### src/include/sps_params.svh
// Register offsets, field positions, reset values and timing counts of the serial port
`ifndef SPS_PARAMS_SVH
`define SPS_PARAMS_SVH

// ****************************************
// Register indices (byte address = 4 * index)
// ****************************************
`define SPS_IDX_CTRL     6'h0D
`define SPS_IDX_STAT     6'h0E
`define SPS_IDX_DATA     6'h0F
`define SPS_IDX_EVST     6'h10
`define SPS_IDX_EVMASK   6'h11
`define SPS_IDX_PINCFG   6'h12

// ****************************************
// Field positions
// ****************************************
`define SPS_CTRL_IRQEN   7
`define SPS_CTRL_EN      6
`define SPS_CTRL_LSBF    5
`define SPS_CTRL_CONTROLLER_SELECT    4
`define SPS_CTRL_CPOL    3
`define SPS_CTRL_CPHA    2
`define SPS_EV_DONE      0
`define SPS_EV_WRITE_COLLISION_FLAG      1
`define SPS_PIN_SSIN     0
`define SPS_PIN_SSLVL    1

// ****************************************
// Reset values
// ****************************************
`define SPS_CTRL_RST     8'h00
`define SPS_PINCFG_RST   2'b11
`define SPS_SYNC_RST     4'b1000

// ****************************************
// Timing: clock dividers and shortest serial clock period
// ****************************************
`define SPS_DIV_N0       8'd4
`define SPS_DIV_N1       8'd16
`define SPS_DIV_N2       8'd64
`define SPS_DIV_N3       8'd128
`define SPS_DIV_D0       8'd2
`define SPS_DIV_D1       8'd8
`define SPS_DIV_D2       8'd32
`define SPS_DIV_D3       8'd64
`define SPS_CLK_NS       10
`define SPS_SCK_MIN_NS   20
`define SPS_SCK_MIN_CYC  ((`SPS_SCK_MIN_NS + `SPS_CLK_NS - 1) / `SPS_CLK_NS)

`endif

### src/include/sps_pkg.sv
// Types shared by the serial port design
package sps_pkg;
	typedef enum logic [1:0] {
		SPS_IDLE = 2'b00,
		SPS_CTRL = 2'b01,
		SPS_TGT  = 2'b10
	} sps_state_t;
	typedef logic [7:0] sps_byte_t;
endpackage : sps_pkg

### src/verilog/sps_port.sv
// Serial peripheral port: status, data and rate logic behind an AHB-Lite slave
// ****************************************
// What this block does
// - Each finished byte sets the done flag and raises the request when both enables are set.
// - A low select pin while controller with select as input also sets the done flag.
// - Entering the interrupt handler clears the done flag.
// - Reading status with done set, then touching the data register, clears done.
// - Writing the data register mid-transfer sets the collision flag.
// - Reading status with collision set, then touching data, clears collision and done.
// - Status bits five to one always read zero.
// - Double rate bit doubles the controller serial clock.
// - Shortest controller serial clock period is two system clocks.
// - Writing the data register while idle loads the shifter and, as controller, starts the byte.
// - Reading the data register returns the receive buffer.
// - Controller clock divides by 4,16,64,128 or 2,8,32,64 when doubled; targets ignore it.
// - Select pulled low while controller drops controller mode until software sets it again.
// - Controller clock starts on a data write and stops after exactly one byte, or earlier when a select fault drops controller mode.
// - Transmit is single buffered; a received byte is lost if not read before the next completes.
// ****************************************
//
// Decided for this implementation: the AHB-Lite slave port.
`timescale 1ns/100ps
`include "sps_params.svh"

module sps_port (
	input  wire logic              core_clk,        // System clock
	input  wire logic              rst_n,           // Synchronous reset
	input  wire logic              hsel,            // Slave select
	input  wire logic [31:0]       haddr,           // Address
	input  wire logic [1:0]        htrans,          // Transfer type
	input  wire logic              hwrite,          // Write
	input  wire logic [2:0]        hsize,           // Size, word only
	input  wire logic [31:0]       hwdata,          // Write data
	input  wire logic              hready,          // Bus ready
	output logic [31:0]            hrdata,          // Read data
	output logic                   hreadyout,       // Always ready
	output logic                   hresp,           // Always OKAY
	input  wire logic              global_irq_en,   // CPU global interrupt enable
	input  wire logic              irq_ack,         // Handler vector taken
	output logic                   xfer_irq_req,    // Port interrupt request
	output logic                   irq,             // Masked event interrupt
	input  wire logic              sck_i,           // Serial clock in
	output logic                   sck_o,           // Serial clock out
	output logic                   sck_oe,          // Serial clock drive
	input  wire logic              mosi_i,          // Controller out in
	output logic                   mosi_o,          // Controller out
	output logic                   mosi_oe,         // Controller out drive
	input  wire logic              miso_i,          // Target out in
	output logic                   miso_o,          // Target out
	output logic                   miso_oe,         // Target out drive
	input  wire logic              ss_n_i,          // Select pin in
	output logic                   ss_n_o,          // Select pin out
	output logic                   ss_n_oe          // Select pin drive
);
	import sps_pkg::*;

	// ****************************************
	// Pin synchronisers
	// ****************************************
	logic [3:0] sy1, sy2, sy3, filt, filt_q;
	wire  [3:0] pins_in = {ss_n_i, miso_i, mosi_i, sck_i};
	localparam logic [3:0] sync_rst_val = `SPS_SYNC_RST;

	genvar gi;
	generate
		for (gi = 0; gi < 4; gi++) begin : g_sync
			always_ff @(posedge core_clk) begin
				if (!rst_n) begin
					sy1[gi]    <= sync_rst_val[gi];
					sy2[gi]    <= sync_rst_val[gi];
					sy3[gi]    <= sync_rst_val[gi];
					filt[gi]   <= sync_rst_val[gi];
					filt_q[gi] <= sync_rst_val[gi];
				end else begin
					sy1[gi]    <= pins_in[gi];
					sy2[gi]    <= sy1[gi];
					sy3[gi]    <= sy2[gi];
					// Glitch shorter than a cycle never counts
					filt[gi]   <= (sy2[gi] == sy3[gi]) ? sy3[gi] : filt[gi];
					filt_q[gi] <= filt[gi];
				end
			end
		end
	endgenerate

	// ****************************************
	// Registers and state
	// ****************************************
	logic [7:0]  ctrl;
	logic [1:0]  pincfg;
	logic        dbl;
	logic        done_f, write_collision_flag_f, arm_done, arm_write_collision_flag;
	logic [1:0]  ev, ev_mask;
	sps_byte_t   sh, rx_buf;
	logic        out_bit;
	sps_state_t  state;
	logic [5:0]  div_cnt;
	logic [4:0]  edge_cnt;
	logic [3:0]  bit_cnt;
	logic        sck_q;
	logic        wr_q;
	logic [5:0]  addr_q;

	// ****************************************
	// Bus decode
	// ****************************************
	wire       addr_ph   = hsel & htrans[1] & hready;
	wire [5:0] idx       = haddr[7:2];
	wire       rd_take   = addr_ph & ~hwrite;
	wire       rd_stat   = rd_take & (idx == `SPS_IDX_STAT);
	wire       rd_data   = rd_take & (idx == `SPS_IDX_DATA);
	wire       wr_ctrl   = wr_q & (addr_q == `SPS_IDX_CTRL);
	wire       wr_stat   = wr_q & (addr_q == `SPS_IDX_STAT);
	wire       wr_data   = wr_q & (addr_q == `SPS_IDX_DATA);
	wire       wr_evst   = wr_q & (addr_q == `SPS_IDX_EVST);
	wire       wr_evmask = wr_q & (addr_q == `SPS_IDX_EVMASK);
	wire       wr_pincfg = wr_q & (addr_q == `SPS_IDX_PINCFG);
	wire       data_acc  = rd_data | wr_data;

	// ****************************************
	// Mode and clock selection
	// ****************************************
	wire enabled    = ctrl[`SPS_CTRL_EN];
	wire controller_select       = ctrl[`SPS_CTRL_CONTROLLER_SELECT];
	wire cpol       = ctrl[`SPS_CTRL_CPOL];
	wire cpha       = ctrl[`SPS_CTRL_CPHA];
	wire lsbf       = ctrl[`SPS_CTRL_LSBF];
	wire busy       = (state != SPS_IDLE);
	wire mode_fault = enabled & controller_select & pincfg[`SPS_PIN_SSIN] & ~filt[3];

	function automatic logic [5:0] half_cnt(input logic d, input logic [1:0] r);
		logic [7:0] dv;
		dv = 8'd0;
		case ({d, r})
			3'b000:  dv = `SPS_DIV_N0;
			3'b001:  dv = `SPS_DIV_N1;
			3'b010:  dv = `SPS_DIV_N2;
			3'b011:  dv = `SPS_DIV_N3;
			3'b100:  dv = `SPS_DIV_D0;
			3'b101:  dv = `SPS_DIV_D1;
			3'b110:  dv = `SPS_DIV_D2;
			default: dv = `SPS_DIV_D3;
		endcase
		half_cnt = 6'((dv >> 1) - 8'd1);
	endfunction : half_cnt

	wire [5:0] half_m1 = half_cnt(dbl, ctrl[1:0]);
	wire       c_tick  = (state == SPS_CTRL) & (div_cnt == 6'd0);
	wire       c_last  = c_tick & (edge_cnt == 5'd15);

	// Target edges come only from the filtered pin, hence the quarter-rate limit
	wire t_sel   = enabled & ~controller_select & ~filt[3];
	wire t_chg   = t_sel & (filt[0] ^ filt_q[0]);
	wire t_lead  = t_chg & (filt[0] != cpol);
	wire t_trail = t_chg & (filt[0] == cpol);
	wire lead    = (state == SPS_CTRL) ? (c_tick & ~edge_cnt[0]) : t_lead;
	wire trail   = (state == SPS_CTRL) ? (c_tick & edge_cnt[0]) : t_trail;
	wire smp_ev  = cpha ? trail : lead;
	wire shf_ev  = cpha ? lead : trail;
	wire in_bit  = controller_select ? filt[2] : filt[1];
	wire tx_top  = lsbf ? sh[0] : sh[7];
	wire [7:0] next_sh = lsbf ? {in_bit, sh[7:1]} : {sh[6:0], in_bit};
	wire rx_load = smp_ev & (bit_cnt == 4'd7);
	// Target entry edge shifts too, or cpha 0 would lose the first bit
	wire shift_act = busy | t_chg;
	wire done_ev = (state == SPS_CTRL) ? c_last : ((state == SPS_TGT) & rx_load);
	wire done_set = done_ev | mode_fault;
	wire write_collision_flag_set = wr_data & busy;
	wire start_c  = wr_data & ~busy & enabled & controller_select & ~mode_fault;

	// ****************************************
	// Control and configuration registers
	// ****************************************
	always_ff @(posedge core_clk) begin
		if (!rst_n) begin
			ctrl    <= `SPS_CTRL_RST;
			dbl     <= 1'b0;
			pincfg  <= `SPS_PINCFG_RST;
			ev_mask <= 2'b00;
		end else begin
			if (mode_fault)
				ctrl <= ctrl & ~(8'h01 << `SPS_CTRL_CONTROLLER_SELECT);
			else if (wr_ctrl)
				ctrl <= hwdata[7:0];
			if (wr_stat)
				dbl <= hwdata[0];
			if (wr_pincfg)
				pincfg <= hwdata[1:0];
			if (wr_evmask)
				ev_mask <= hwdata[1:0];
		end
	end

	// ****************************************
	// Flags: set wins over every clear
	// ****************************************
	wire clr_by_seq_d = data_acc & (arm_done | arm_write_collision_flag);
	wire clr_by_seq_w = data_acc & arm_write_collision_flag;

	always_ff @(posedge core_clk) begin
		if (!rst_n) begin
			done_f   <= 1'b0;
			write_collision_flag_f   <= 1'b0;
			arm_done <= 1'b0;
			arm_write_collision_flag <= 1'b0;
			ev       <= 2'b00;
		end else begin
			done_f   <= done_set | (done_f & ~irq_ack & ~clr_by_seq_d);
			write_collision_flag_f   <= write_collision_flag_set | (write_collision_flag_f & ~clr_by_seq_w);
			arm_done <= rd_stat ? done_f : (arm_done & ~data_acc);
			arm_write_collision_flag <= rd_stat ? write_collision_flag_f : (arm_write_collision_flag & ~data_acc);
			ev       <= {write_collision_flag_set, done_set} | (ev & ~({2{wr_evst}} & hwdata[1:0]));
		end
	end

	// ****************************************
	// Shift engine
	// ****************************************
	always_ff @(posedge core_clk) begin
		if (!rst_n) begin
			state    <= SPS_IDLE;
			sh       <= 8'h00;
			rx_buf   <= 8'h00;
			out_bit  <= 1'b0;
			div_cnt  <= 6'd0;
			edge_cnt <= 5'd0;
			bit_cnt  <= 4'd0;
			sck_q    <= 1'b0;
		end else begin
			case (state)
				SPS_IDLE: begin
					sck_q    <= cpol;
					edge_cnt <= 5'd0;
					bit_cnt  <= 4'd0;
					div_cnt  <= half_m1;
					if (wr_data)
						sh <= hwdata[7:0];
					out_bit <= wr_data ? (lsbf ? hwdata[0] : hwdata[7]) : tx_top;
					if (start_c)
						state <= SPS_CTRL;
					else if (t_lead | t_trail)
						state <= SPS_TGT;
				end
				SPS_CTRL: begin
					div_cnt <= c_tick ? half_m1 : div_cnt - 6'd1;
					if (c_tick) begin
						sck_q    <= ~sck_q;
						edge_cnt <= edge_cnt + 5'd1;
					end
					if (mode_fault || c_last)
						state <= SPS_IDLE;
				end
				SPS_TGT: begin
					if (filt[3] || !enabled || controller_select)
						state <= SPS_IDLE;
					else if (rx_load)
						state <= SPS_IDLE;
				end
				default: state <= SPS_IDLE;
			endcase
			// Colliding writes never reach the shifter: sh only loads from IDLE
			if (shift_act && shf_ev)
				out_bit <= tx_top;
			if (shift_act && smp_ev) begin
				sh      <= next_sh;
				bit_cnt <= bit_cnt + 4'd1;
			end
			if (shift_act && rx_load)
				rx_buf <= next_sh;
		end
	end

	// ****************************************
	// Bus slave: zero wait states, read data registered at address phase
	// ****************************************
	logic [31:0] rd_mux;
	assign rd_mux = (idx == `SPS_IDX_CTRL)   ? {24'h0000_00, ctrl} :
	                (idx == `SPS_IDX_STAT)   ? {24'h0000_00, done_f, write_collision_flag_f, 5'b0_0000, dbl} :
	                (idx == `SPS_IDX_DATA)   ? {24'h0000_00, rx_buf} :
	                (idx == `SPS_IDX_EVST)   ? {30'h0000_0000, ev} :
	                (idx == `SPS_IDX_EVMASK) ? {30'h0000_0000, ev_mask} :
	                (idx == `SPS_IDX_PINCFG) ? {30'h0000_0000, pincfg} : 32'h0000_0000;

	always_ff @(posedge core_clk) begin
		if (!rst_n) begin
			wr_q     <= 1'b0;
			addr_q   <= 6'd0;
			hrdata   <= 32'h0000_0000;
		end else begin
			wr_q     <= addr_ph & hwrite;
			addr_q   <= idx;
			if (rd_take)
				hrdata <= rd_mux;
		end
	end

	assign hreadyout    = 1'b1;
	assign hresp        = 1'b0;
	assign irq          = |(ev & ev_mask);
	assign xfer_irq_req = done_f & ctrl[`SPS_CTRL_IRQEN] & global_irq_en;

	// ****************************************
	// Pins
	// ****************************************
	assign sck_o   = (state == SPS_CTRL) ? sck_q : cpol;
	assign sck_oe  = enabled & controller_select;
	assign mosi_o  = out_bit;
	assign mosi_oe = enabled & controller_select;
	assign miso_o  = out_bit;
	assign miso_oe = t_sel;
	assign ss_n_o  = pincfg[`SPS_PIN_SSLVL];
	assign ss_n_oe = enabled & controller_select & ~pincfg[`SPS_PIN_SSIN];
endmodule : sps_port

### config.mk
export PLATFORM = sky130hd
export DESIGN_NAME = sps_port
export DESIGN_NICKNAME = d
export VERILOG_FILES = /design/src/include/sps_pkg.sv /design/src/verilog/sps_port.sv
export VERILOG_INCLUDE_DIRS = /design/src /design/src/include
export SDC_FILE = /design/constraint.sdc
export NUM_CORES = 1
export LEC_CHECK = 0
export BUFFER_PORTS_ARGS = -buffer_cell sky130_fd_sc_hd__buf_2
export CELL_PAD_IN_SITES_DETAIL_PLACEMENT = 1
export CELL_PAD_IN_SITES_GLOBAL_PLACEMENT = 2
export CORE_ASPECT_RATIO = 1.75
export CORE_MARGIN = 2
export CORE_UTILIZATION = 28
export DETAILED_ROUTE_END_ITERATION = 16
export GPL_TIMING_DRIVEN = 0
export PLACE_DENSITY = 0.8
export SYNTH_ARGS = -nofsm -noshare
export SYNTH_HDL_FRONTEND = slang
export SYNTH_SLANG_ARGS = --single-unit
export TNS_END_PERCENT = 50
### constraint.sdc
create_clock -name core_clk -period 1.9 [get_ports core_clk]
set_input_delay 0.38 -clock core_clk [delete_from_list [all_inputs] [get_ports core_clk]]
set_output_delay 0.38 -clock core_clk [all_outputs]
set_load 0.1 [all_outputs]
---- Yosys cells after proc, flatten, opt, wreduce, memory -nomap -nowiden ----
Index checks and enable logic that the tools add are counted.
operators by class
  add/subtract/negate cells ............... 4
  equality and inequality tests ........... 31
  muxes and demuxes ....................... 39
  bitwise operators ....................... 67
  reductions and logical operators ........ 21
operators with widths
  kind                                               count
  2-to-1 mux 8 bit                                   7
  case mux 7 bit (6 select lines)                    1
  bitwise AND 1 bit                                  41
  == test 6 x 4 -> 1 bit (second input constant)     6
  == test 6 x 5 -> 1 bit (second input constant)     6
  2-to-1 mux 2 bit                                   8
  2-to-1 mux 1 bit                                   15
  inverter 1 bit                                     13
  case mux 6 bit (2 select lines)                    1
  subtractor 6 x 1 -> 6 bit (second input constant)  2
  case mux 5 bit (2 select lines)                    1
  nonzero test 2 bit                                 5
  == test 3 bit (second input constant)              3
  2-to-1 mux 4 bit                                   2
  OR 1 bit                                           7
  bitwise AND 2 bit                                  3
  zero test 6 bit                                    1
  2-to-1 mux 6 bit                                   1
  case mux 2 bit (3 select lines)                    1
  AND reduction 2 bit                                3
  adder 5 x 1 -> 5 bit (second input constant)       1
  == test 1 bit                                      5
  == test 5 x 4 -> 1 bit (second input constant)     1
  2-to-1 mux 5 bit                                   1
  21 further kinds                                   27
storage, ports and cells
  register bits after elaboration ......... 110
  output and inout bits ................... 44
  logic and storage cells ................. 200

---- Longest topological paths before layout ----
Gate-level depths: netlist (run 1).
  depth after elaboration ................. 12
  mapped depth ............................ 9

---- Worst setup path after synthesis (run 1) ----
OpenSTA, ideal clock, no wires.
  kind .................................... register to register
  start ................................... register ctrl[4]
  end ..................................... register rx_buf[3]
  library setup time ...................... 86 ps
  arrival time ............................ 2,707 ps
  path slack .............................. -894 ps
  cell stages (with the launch flop) ...... 7
  path buffers ............................ 1
  cell sequence ........................... dfxtp_1 nor3b_2 nand3_1 o21ai_4 buf_4 nor2_1 a211oi_1
on the way
  longest elaborated chain between the ends .. 9
  elaborated cells between the ends (all ways) .. 12
ends and longest elaborated chain
  element                               line                              RTL
  start, declared                       sps_port.sv:89                    logic [7:0] ctrl;
  start signal, assigned                sps_port.sv:176                   ctrl <= `SPS_CTRL_RST;
  start signal, assigned                sps_port.sv:182                   ctrl <= ctrl & ~(8'h01 << `SPS_CTRL_CONTROLLER_SELECT);
  start signal, assigned                sps_port.sv:184                   ctrl <= hwdata[7:0];
  inverter 1 bit *                      sps_port.sv:152                   wire t_sel = enabled & ~controller_select & ~filt[3];
  bitwise AND 1 bit * (2 in series)     sps_port.sv:152
  via miso_oe                           sps_port.sv:50                    output logic miso_oe,
  bitwise AND 1 bit *                   sps_port.sv:153                   wire t_chg = t_sel & (filt[0] ^ filt_q[0]);
  bitwise AND 1 bit (on tied branches)  sps_port.sv:154, sps_port.sv:155
  2-to-1 mux 1 bit (on tied branches)   sps_port.sv:156, sps_port.sv:157
  2-to-1 mux 1 bit                      sps_port.sv:158                   wire smp_ev = cpha ? trail : lead;
  bitwise AND 1 bit                     sps_port.sv:163                   wire rx_load = smp_ev & (bit_cnt == 4'd7);
  logical AND 1 bit *                   sps_port.sv:268                   if (shift_act && rx_load)
  end signal, assigned                  sps_port.sv:269                   rx_buf <= next_sh;
  end, declared                         sps_port.sv:94                    sps_byte_t sh, rx_buf;
The timed path passes the listed nets; every way through them passes the cells marked *.
A chain may end at the register's enable or synchronous reset.

---- Worst setup path after layout (run 1) ----
  start ................................... register state[1]
  end ..................................... register out_bit, in the netlist miso_o
on the way
  longest elaborated chain between the ends .. 7
  elaborated cells between the ends (all ways) .. 13
ends and longest elaborated chain
  element                                                        line                                               RTL
  start, declared                                                sps_port.sv:96                                     sps_state_t state;
  start signal, assigned                                         sps_port.sv:221                                    state <= SPS_IDLE;
  start signal, assigned                                         sps_port.sv:240                                    state <= SPS_CTRL;
  start signal, assigned                                         sps_port.sv:242                                    state <= SPS_TGT;
  == test 2 x 1 -> 1 bit                                         sps_port.sv:148, sps_port.sv:156, sps_port.sv:157
  bitwise AND 1 bit                                              sps_port.sv:148                                    wire c_tick = (state == SPS_CTRL) & (div_cnt == 6'd0);
  bitwise AND 1 bit (on tied branches)                           sps_port.sv:157, sps_port.sv:156
  2-to-1 mux 1 bit (on tied branches)                            sps_port.sv:157, sps_port.sv:156
  2-to-1 mux 1 bit                                               sps_port.sv:159                                    wire shf_ev = cpha ? lead : trail;
  logical AND 1 bit                                              sps_port.sv:262                                    if (shift_act && shf_ev)
  2-to-1 mux 1 bit / nonzero test 2 bit (equally long branches)  n/a
  end signal, assigned                                           sps_port.sv:238                                    out_bit <= wr_data ? (lsbf ? hwdata[0] : hwdata[7]) : tx_top;
  end signal, assigned                                           sps_port.sv:263                                    out_bit <= tx_top;
  end, declared                                                  sps_port.sv:95                                     logic out_bit;
Parallel ways exist; a longest one is shown, timed or not.

==> qor.yml, run 1 <==
worst_setup_path:
  cp_max_fo: 10
  arrival_ns: 2.13
  cp.required_ns: 2.13
  endpoint_kind: "flop"
  timing.rr.start: "state[1]"
  critPathLaunchType: "flop"
  crit_start: "state[1]"
  path_class: "flop to flop"
place:
  post-place-ws_ns: -0.325
  gp_congestion: 0.853
  port_buffers: 42
  dp_hpwl_mm: 10.7
floorplan:
  io_pins: 124
  start_util_pct: 28.6
  die_w_um: 98.6
  placementRows: 60
  die_y_um: 169
  coreArea_sq_um: 15300
  die-area_sq_um: 16700
synth:
  yosysWarnings: 0
  synth_edf_count: 0
  ys.flop_type: "dfxtp_1"
  ys_ff_latch: 86
  syn-cell-area_sq_um: 4380
  synthArstFlopShare_pct: 0
  synth_cell_type_count: 62
  synth_seq_area_share_pct: 39.3
  syn_area_per_cell_sq_um: 8.91
  synth_cells: 492
layout:
  area_growth_pct: 25.8
  final_nets: 662
  antenna_cells: 0
  final_common_cell: "dfxtp_1"
  drive_gt1_share_pct: 27.9
  final_cell_mix: "75 x dfxtp_1, 52 x nor2_1, 39 x buf_2"
cts:
  max-clock-path-buffers: 2
  cts_tree: "yes"
  numCtsBuffers: 9
  cts_root_buffer: "clkbuf_16"
  path_clk_slew_ns: 0.06
  htree_levels: 3
  clock-sinks: 86
  clk_latency_ns: 0.34
  ctsHoldBuffers: 0
route:
  ant_nets: 0
  routedWlPerCell_um: 18.4
  detail_route.first_pass.iterations: 4
  first_iter_violations: 159
  avgViaCountPerCell: 5.10
  drc: 0
  routed_wl_mm: 14.1
  num_vias: 3914
sta:
  setup_violations: 0
  timing.slew.headroom_pct: 41.6
  hold_viol: 0
  slew_violations: 0
  max_freq_mhz: 526
  fin_crit_sh_pct: 100
  skew_ns: 0.00527
  min_period_ns: 1.90
  tightest_slew_ns: 0.865
  rsz0062_at_grt: "yes"
  fin_setup_tns_ns: 0
  final.setup.worst_slack_ns: 0.0000355
job:
  maxCapViolCount: 0
global_route:
  antenna_found_initial: 0
  grt_pass1_wl_mm: 21.9
  grt_pass1_vias: 4139
  grt_use_total_pct: 16.8
  grt_max_degree: 16
  grt-ovfl-total: 0
power:
  power_leakage_uw: 0.00210
  cellPowerDensity_nw_per_um2: 738
  vdd_drop_max_mv: 0.420
  finalPower_uw: 4070
worst_hold_path:
  hold_start: "ss_n_i"
  hold_class: "input port to flop"
run_status:
  status: "completed"
[cell type report]
type / instances / area [sq um]
tap: 186 / 233
buffer: 49 / 334
fill: 1819 / 9800
clock buffer: 10 / 229
inverter: 10 / 41.3
multi-input combinational: 369 / 2540
clock inverter: 6 / 71.3
timing repair buffer: 51 / 332
sequential: 86 / 1740
[per-stage QoR]
step | hold slack, ns | area (sq um) | std cells | utilization, %
final | 0.219 | 5510 | 767 | 36.0
after CTS | 0.216 | 5360 | 761 | 35.0
after detailed placement | 0.412 | 4940 | 744 | 32.3
after floorplan | 0.386 | 4500 | 516 | -
after global placement | 0.389 | 4940 | 744 | 32.3
after global routing | 0.244 | 5510 | 767 | 36.0
[state kept, by name (all words and copies together), names as in the netlist, 2 cells and up]
register  cells
addr_q        6
rx_buf        8
filt          4
ctrl          8
sy3           4
ev_mask       2
ev            2
pincfg        2
bit_cnt       4
edge_cnt      5
sh            8
state         2
sy2           4
div_cnt       6
sy1           4
hrdata        8
[Yosys cell counts, types with 2 or more instances]
cell	number	share of area, %
conb_1	2	0.17
clkbuf_1	13	1.1
nand2b_1	8	1.1
inv_1	10	0.86
nor3b_1	3	0.51
dfxtp_1	86	39
nor4b_1	2	0.40
buf_4	30	5.1
mux2i_1	28	6.4
or3b_1	2	0.40
nand4b_1	2	0.40
mux2_1	6	1.5
buf_2	4	0.46
nand3_1	9	1.0
a21o_1	2	0.34
and3_1	4	0.57
o21ai_0	21	2.4
o2bb2ai_1	2	0.40
or3_1	6	0.86
nor4bb_1	3	0.69
a211oi_1	9	1.5
o21ai_4	2	0.74
o21a_1	2	0.34
a31oi_1	9	1.3
buf_6	2	0.51
nor3b_2	2	0.57
a21oi_1	26	3.0
a211oi_2	6	1.7
ha_1	6	1.7
and3b_1	4	0.80
a22oi_1	10	1.7
nor2_1	56	4.8
and2_1	18	2.6
nand2_1	38	3.3
o211ai_1	3	0.51
nand3b_1	5	0.86
nor2b_1	7	1.0
xnor2_1	3	0.60
mux2_2	9	2.3
nor3_1	9	1.0
buf_1	2	0.17
[cells by family after synthesis]
kind of cell / Yosys count / share of synthesized area (%)
AOI/OAI and AO/OA: 102 / 15.9
xor gates and xnor gates: 3 / 0.600
adders and majority gates: 6 / 1.71
buffers and inverters: 61 / 8.25
DFF: 86 / 39.3
muxes: 44 / 10.6
other: 2 / 0.171
and+or+nand+nor: 188 / 23.5
[metal layers]
layer	vias to the layer above	part of all wire, %	global-route usage (%)
met5	-	0	0
met2	76	56	33.5
met3	30	2.5	2.06
li1	1868	-	-
met4	0	4.5	8.99
met1	1940	37	16.3
[final timing paths]
path            end  slack (ns)  depth (start not counted)
max          miso_o     0.00004                          6
min          sy1[3]        0.22                          2
max reg2reg  miso_o     0.00004                          6
min reg2reg  sy2[3]        0.43                          1
[where the power goes]
| part | internal, uW | switching (uW) |
|---|---|---|
| logic | 98.1 | 342 |
| clock network | 1030 | 759 |
| registers | 1820 | 14.7 |
| total | 2950 | 1120 |
[worst max-delay path, cell delays in order (launching register included)]
cell      delay, ns
dfxtp_1        0.31
buf_6          0.14
or4b_1         0.50
or3_4          0.40
a32oi_4        0.22
o21bai_4       0.17
a21oi_2        0.06
[what timing repair did]
item | in CTS | in global routing
pin swaps | 5 | 6
gates resized for setup | 22 | 29
endpoints found under the setup margin | 29 | 36
buffers inserted | 3 | 6
Note: power is estimated with default switching activity, not from simulation.
==> inputs of run 2 (changes only) <==
- ABC_AREA: unset -> 1
- CORE_UTILIZATION: 28 -> 25
- PLACE_DENSITY: 0.8 -> 0.78
==> qor.yml, run 2 <==
cts:
  htree_levels: 3
  numCtsBuffers: 9
  max-clock-path-buffers: 2
  cts_root_buffer: "clkbuf_16"
  clk_latency_ns: 0.35
  cts_tree: "yes"
  path_clk_slew_ns: 0.07
  clock-sinks: 86
layout:
  antenna_cells: 0
  final_cell_mix: "116 x nand2_1, 85 x dfxtp_1, 81 x inv_1"
  num-fill-cells: 2206
  final_common_cell: "nand2_1"
  final_nets: 777
  fin_area_sq_um: 5330
  area_growth_pct: 21.9
  drive_gt1_share_pct: 18.2
synth:
  synth_edf_count: 0
  ys_ff_latch: 86
  synthTopCellsByArea: "dfxtp_1 39%, nand2_1 10%, inv_1 7.0%, o21ai_0 6.6%, nor2_1 5.1%"
  synth_seq_area_share_pct: 39.4
  yosysWarnings: 0
  ys.flop_type: "dfxtp_1"
  syn_area_per_cell_sq_um: 7.15
  synthTopCellsByCount: "116 x nand2_1, 86 x dfxtp_1, 82 x inv_1"
  yosysMostFrequentCell: "nand2_1"
  yosysTopAreaCell: "dfxtp_1"
  synth_cell_type_count: 42
  synthArstFlopShare_pct: 0
  syn-cell-area_sq_um: 4370
  synth_cells: 612
  netlist.area_leader.share_pct: 39.4
sta:
  min_period_ns: 1.82
  skew_ns: 0.00827
  max_freq_mhz: 551
  slew_violations: 0
  hold_viol: 0
  fin_setup_tns_ns: 0
  rsz0062_at_grt: "yes"
  fin_crit_sh_pct: 95.5
  timing.slew.headroom_pct: 46.2
  setup_violations: 0
  tightest_slew_ns: 0.808
  hold_slack_ns: 0.217
power:
  seqPwrFrac_pct: 45.6
  finalPower_uw: 4040
  switching_power_uw: 1190
  switching_share_pct: 29.4
  cellPowerDensity_nw_per_um2: 757
  power_leakage_uw: 0.00239
  vdd_drop_max_mv: 0.299
  p_int_uw: 2850
  p_clk_share_pct: 42.7
  p_comb_share_pct: 11.7
global_route:
  antenna_found_initial: 0
  grt_use_total_pct: 15.9
  grt_pass1_wl_mm: 22.6
  grt_max_degree: 16
  grtUsageMet1_pct: 14.8
  grt-ovfl-total: 0
  grt_use_met3_pct: 2.62
  grt_pass1_vias: 4451
  top_usage_layer: "met2"
  use_met2_pct: 31.6
route:
  detail_route.first_pass.iterations: 4
  drc: 0
  ant_nets: 0
  avgViaCountPerCell: 4.57
  routedWlPerCell_um: 15.6
  num_vias: 4237
  routed_wl_mm: 14.5
  first_iter_violations: 104
worst_setup_path:
  cp.required_ns: 2.18
  critPathLaunchType: "flop"
  arrival_ns: 2.09
  endpoint_kind: "flop"
  path_class: "flop to flop"
  cp_max_fo: 10
worst_hold_path:
  hold_class: "input port to flop"
floorplan:
  die-area_sq_um: 18600
  die_y_um: 179
  start_util_pct: 25.3
  die_w_um: 104
  coreArea_sq_um: 17300
  io_pins: 124
  placementRows: 64
place:
  port_buffers: 42
  gp_congestion: 0.867
  place_area_sq_um: 4970
  dp_hpwl_mm: 11.6
run_status:
  status: "completed"
job:
  maxCapViolCount: 0
run 2: cell types whose count changed after synthesis, sizes merged, moves of 10 or more:
cell and delta:
mux2 -15, a21oi +12, nand2 +83, o21ai +36, mux2i -29, and2 -18
a22oi -10, inv +77, nand3 +39
run 2: power groups by stage:
stage	Sequential, uW	Combinational, uW	Clock (uW)
2_1_floorplan	1910	355	0
3_3_place_gp	1880	465	0
3_5_place_dp	1880	471	0
4_1_cts	1840	472	1760
5_1_grt	1840	499	1830
6_report	1840	472	1720
run 2: repair_timing:
| item | CTS | global route |
|---|---|---|
| gates resized for setup | 3 | 15 |
| setup endpoints to repair | 7 | 26 |
| setup buffers | 2 | 0 |
| pin swaps | 1 | 0 |
| hold buffers | 0 | 0 |
| gates cloned | 0 | 0 |
run 2: kinds of logic after synthesis:
kind of cell    after synthesis  share of synthesized area (%)
fa+ha+maj                     6                           1.72
compound gates              121                           15.0
buf+inv                     130                           14.6
simple gates                260                           27.7
other cells                   2                          0.172
xor+xnor                      7                           1.40
flops                        86                           39.4
run 2: critical path, stage by stage, from the launching register on:
cell and delay, ns:
dfxtp_1 0.32, inv_1 0.12, ha_1 0.19, nand2_1 0.09, nor2_4 0.12, nand3_2 0.12
nand3_4 0.17, nand2_8 0.10, inv_8 0.10, buf_12 0.13, nand3_1 0.13, a21oi_1 0.15
run 2: per-stage QoR:
step                      setup slack (ns)  cells  util [%]
after floorplan                     -0.157    636         -
after global placement              -0.268    909      28.7
after detailed placement            -0.284    909      28.7
after CTS                          0.00171    927      30.5
after global routing               -0.0200    927      30.8
final                               0.0848    927      30.8
run 2: area by class of cell:
cell class                 instances  area (sq um)  area share (%)
timing repair buffer              44           245            4.60
clock inverter                     6          46.3           0.869
sequential                        86          1720            32.3
tap                              231           289            5.42
multi-input combinational        420          2140            40.2
buffer                            43           303            5.68
inverter                          87           343            6.43
clock buffer                      10           239            4.48
run 2: metal layers:
metal	wire length [um]	part of all wire [%]	vias up
met3	417	2.9	38
met1	5270	36	2023
li1	-	-	2085
met4	746	5.1	0
met5	0	0	-
met2	8070	56	91
run 2: worst paths after layout:
path	startpoint	end	slack (ns)	cells after the start
max	div_cnt[0]	rx_buf[5]	0.08	11
min	sck_i	sy1[0]	0.22	3
max reg2reg	div_cnt[0]	rx_buf[5]	0.08	11
min reg2reg	sy1[1]	sy2[1]	0.42	2
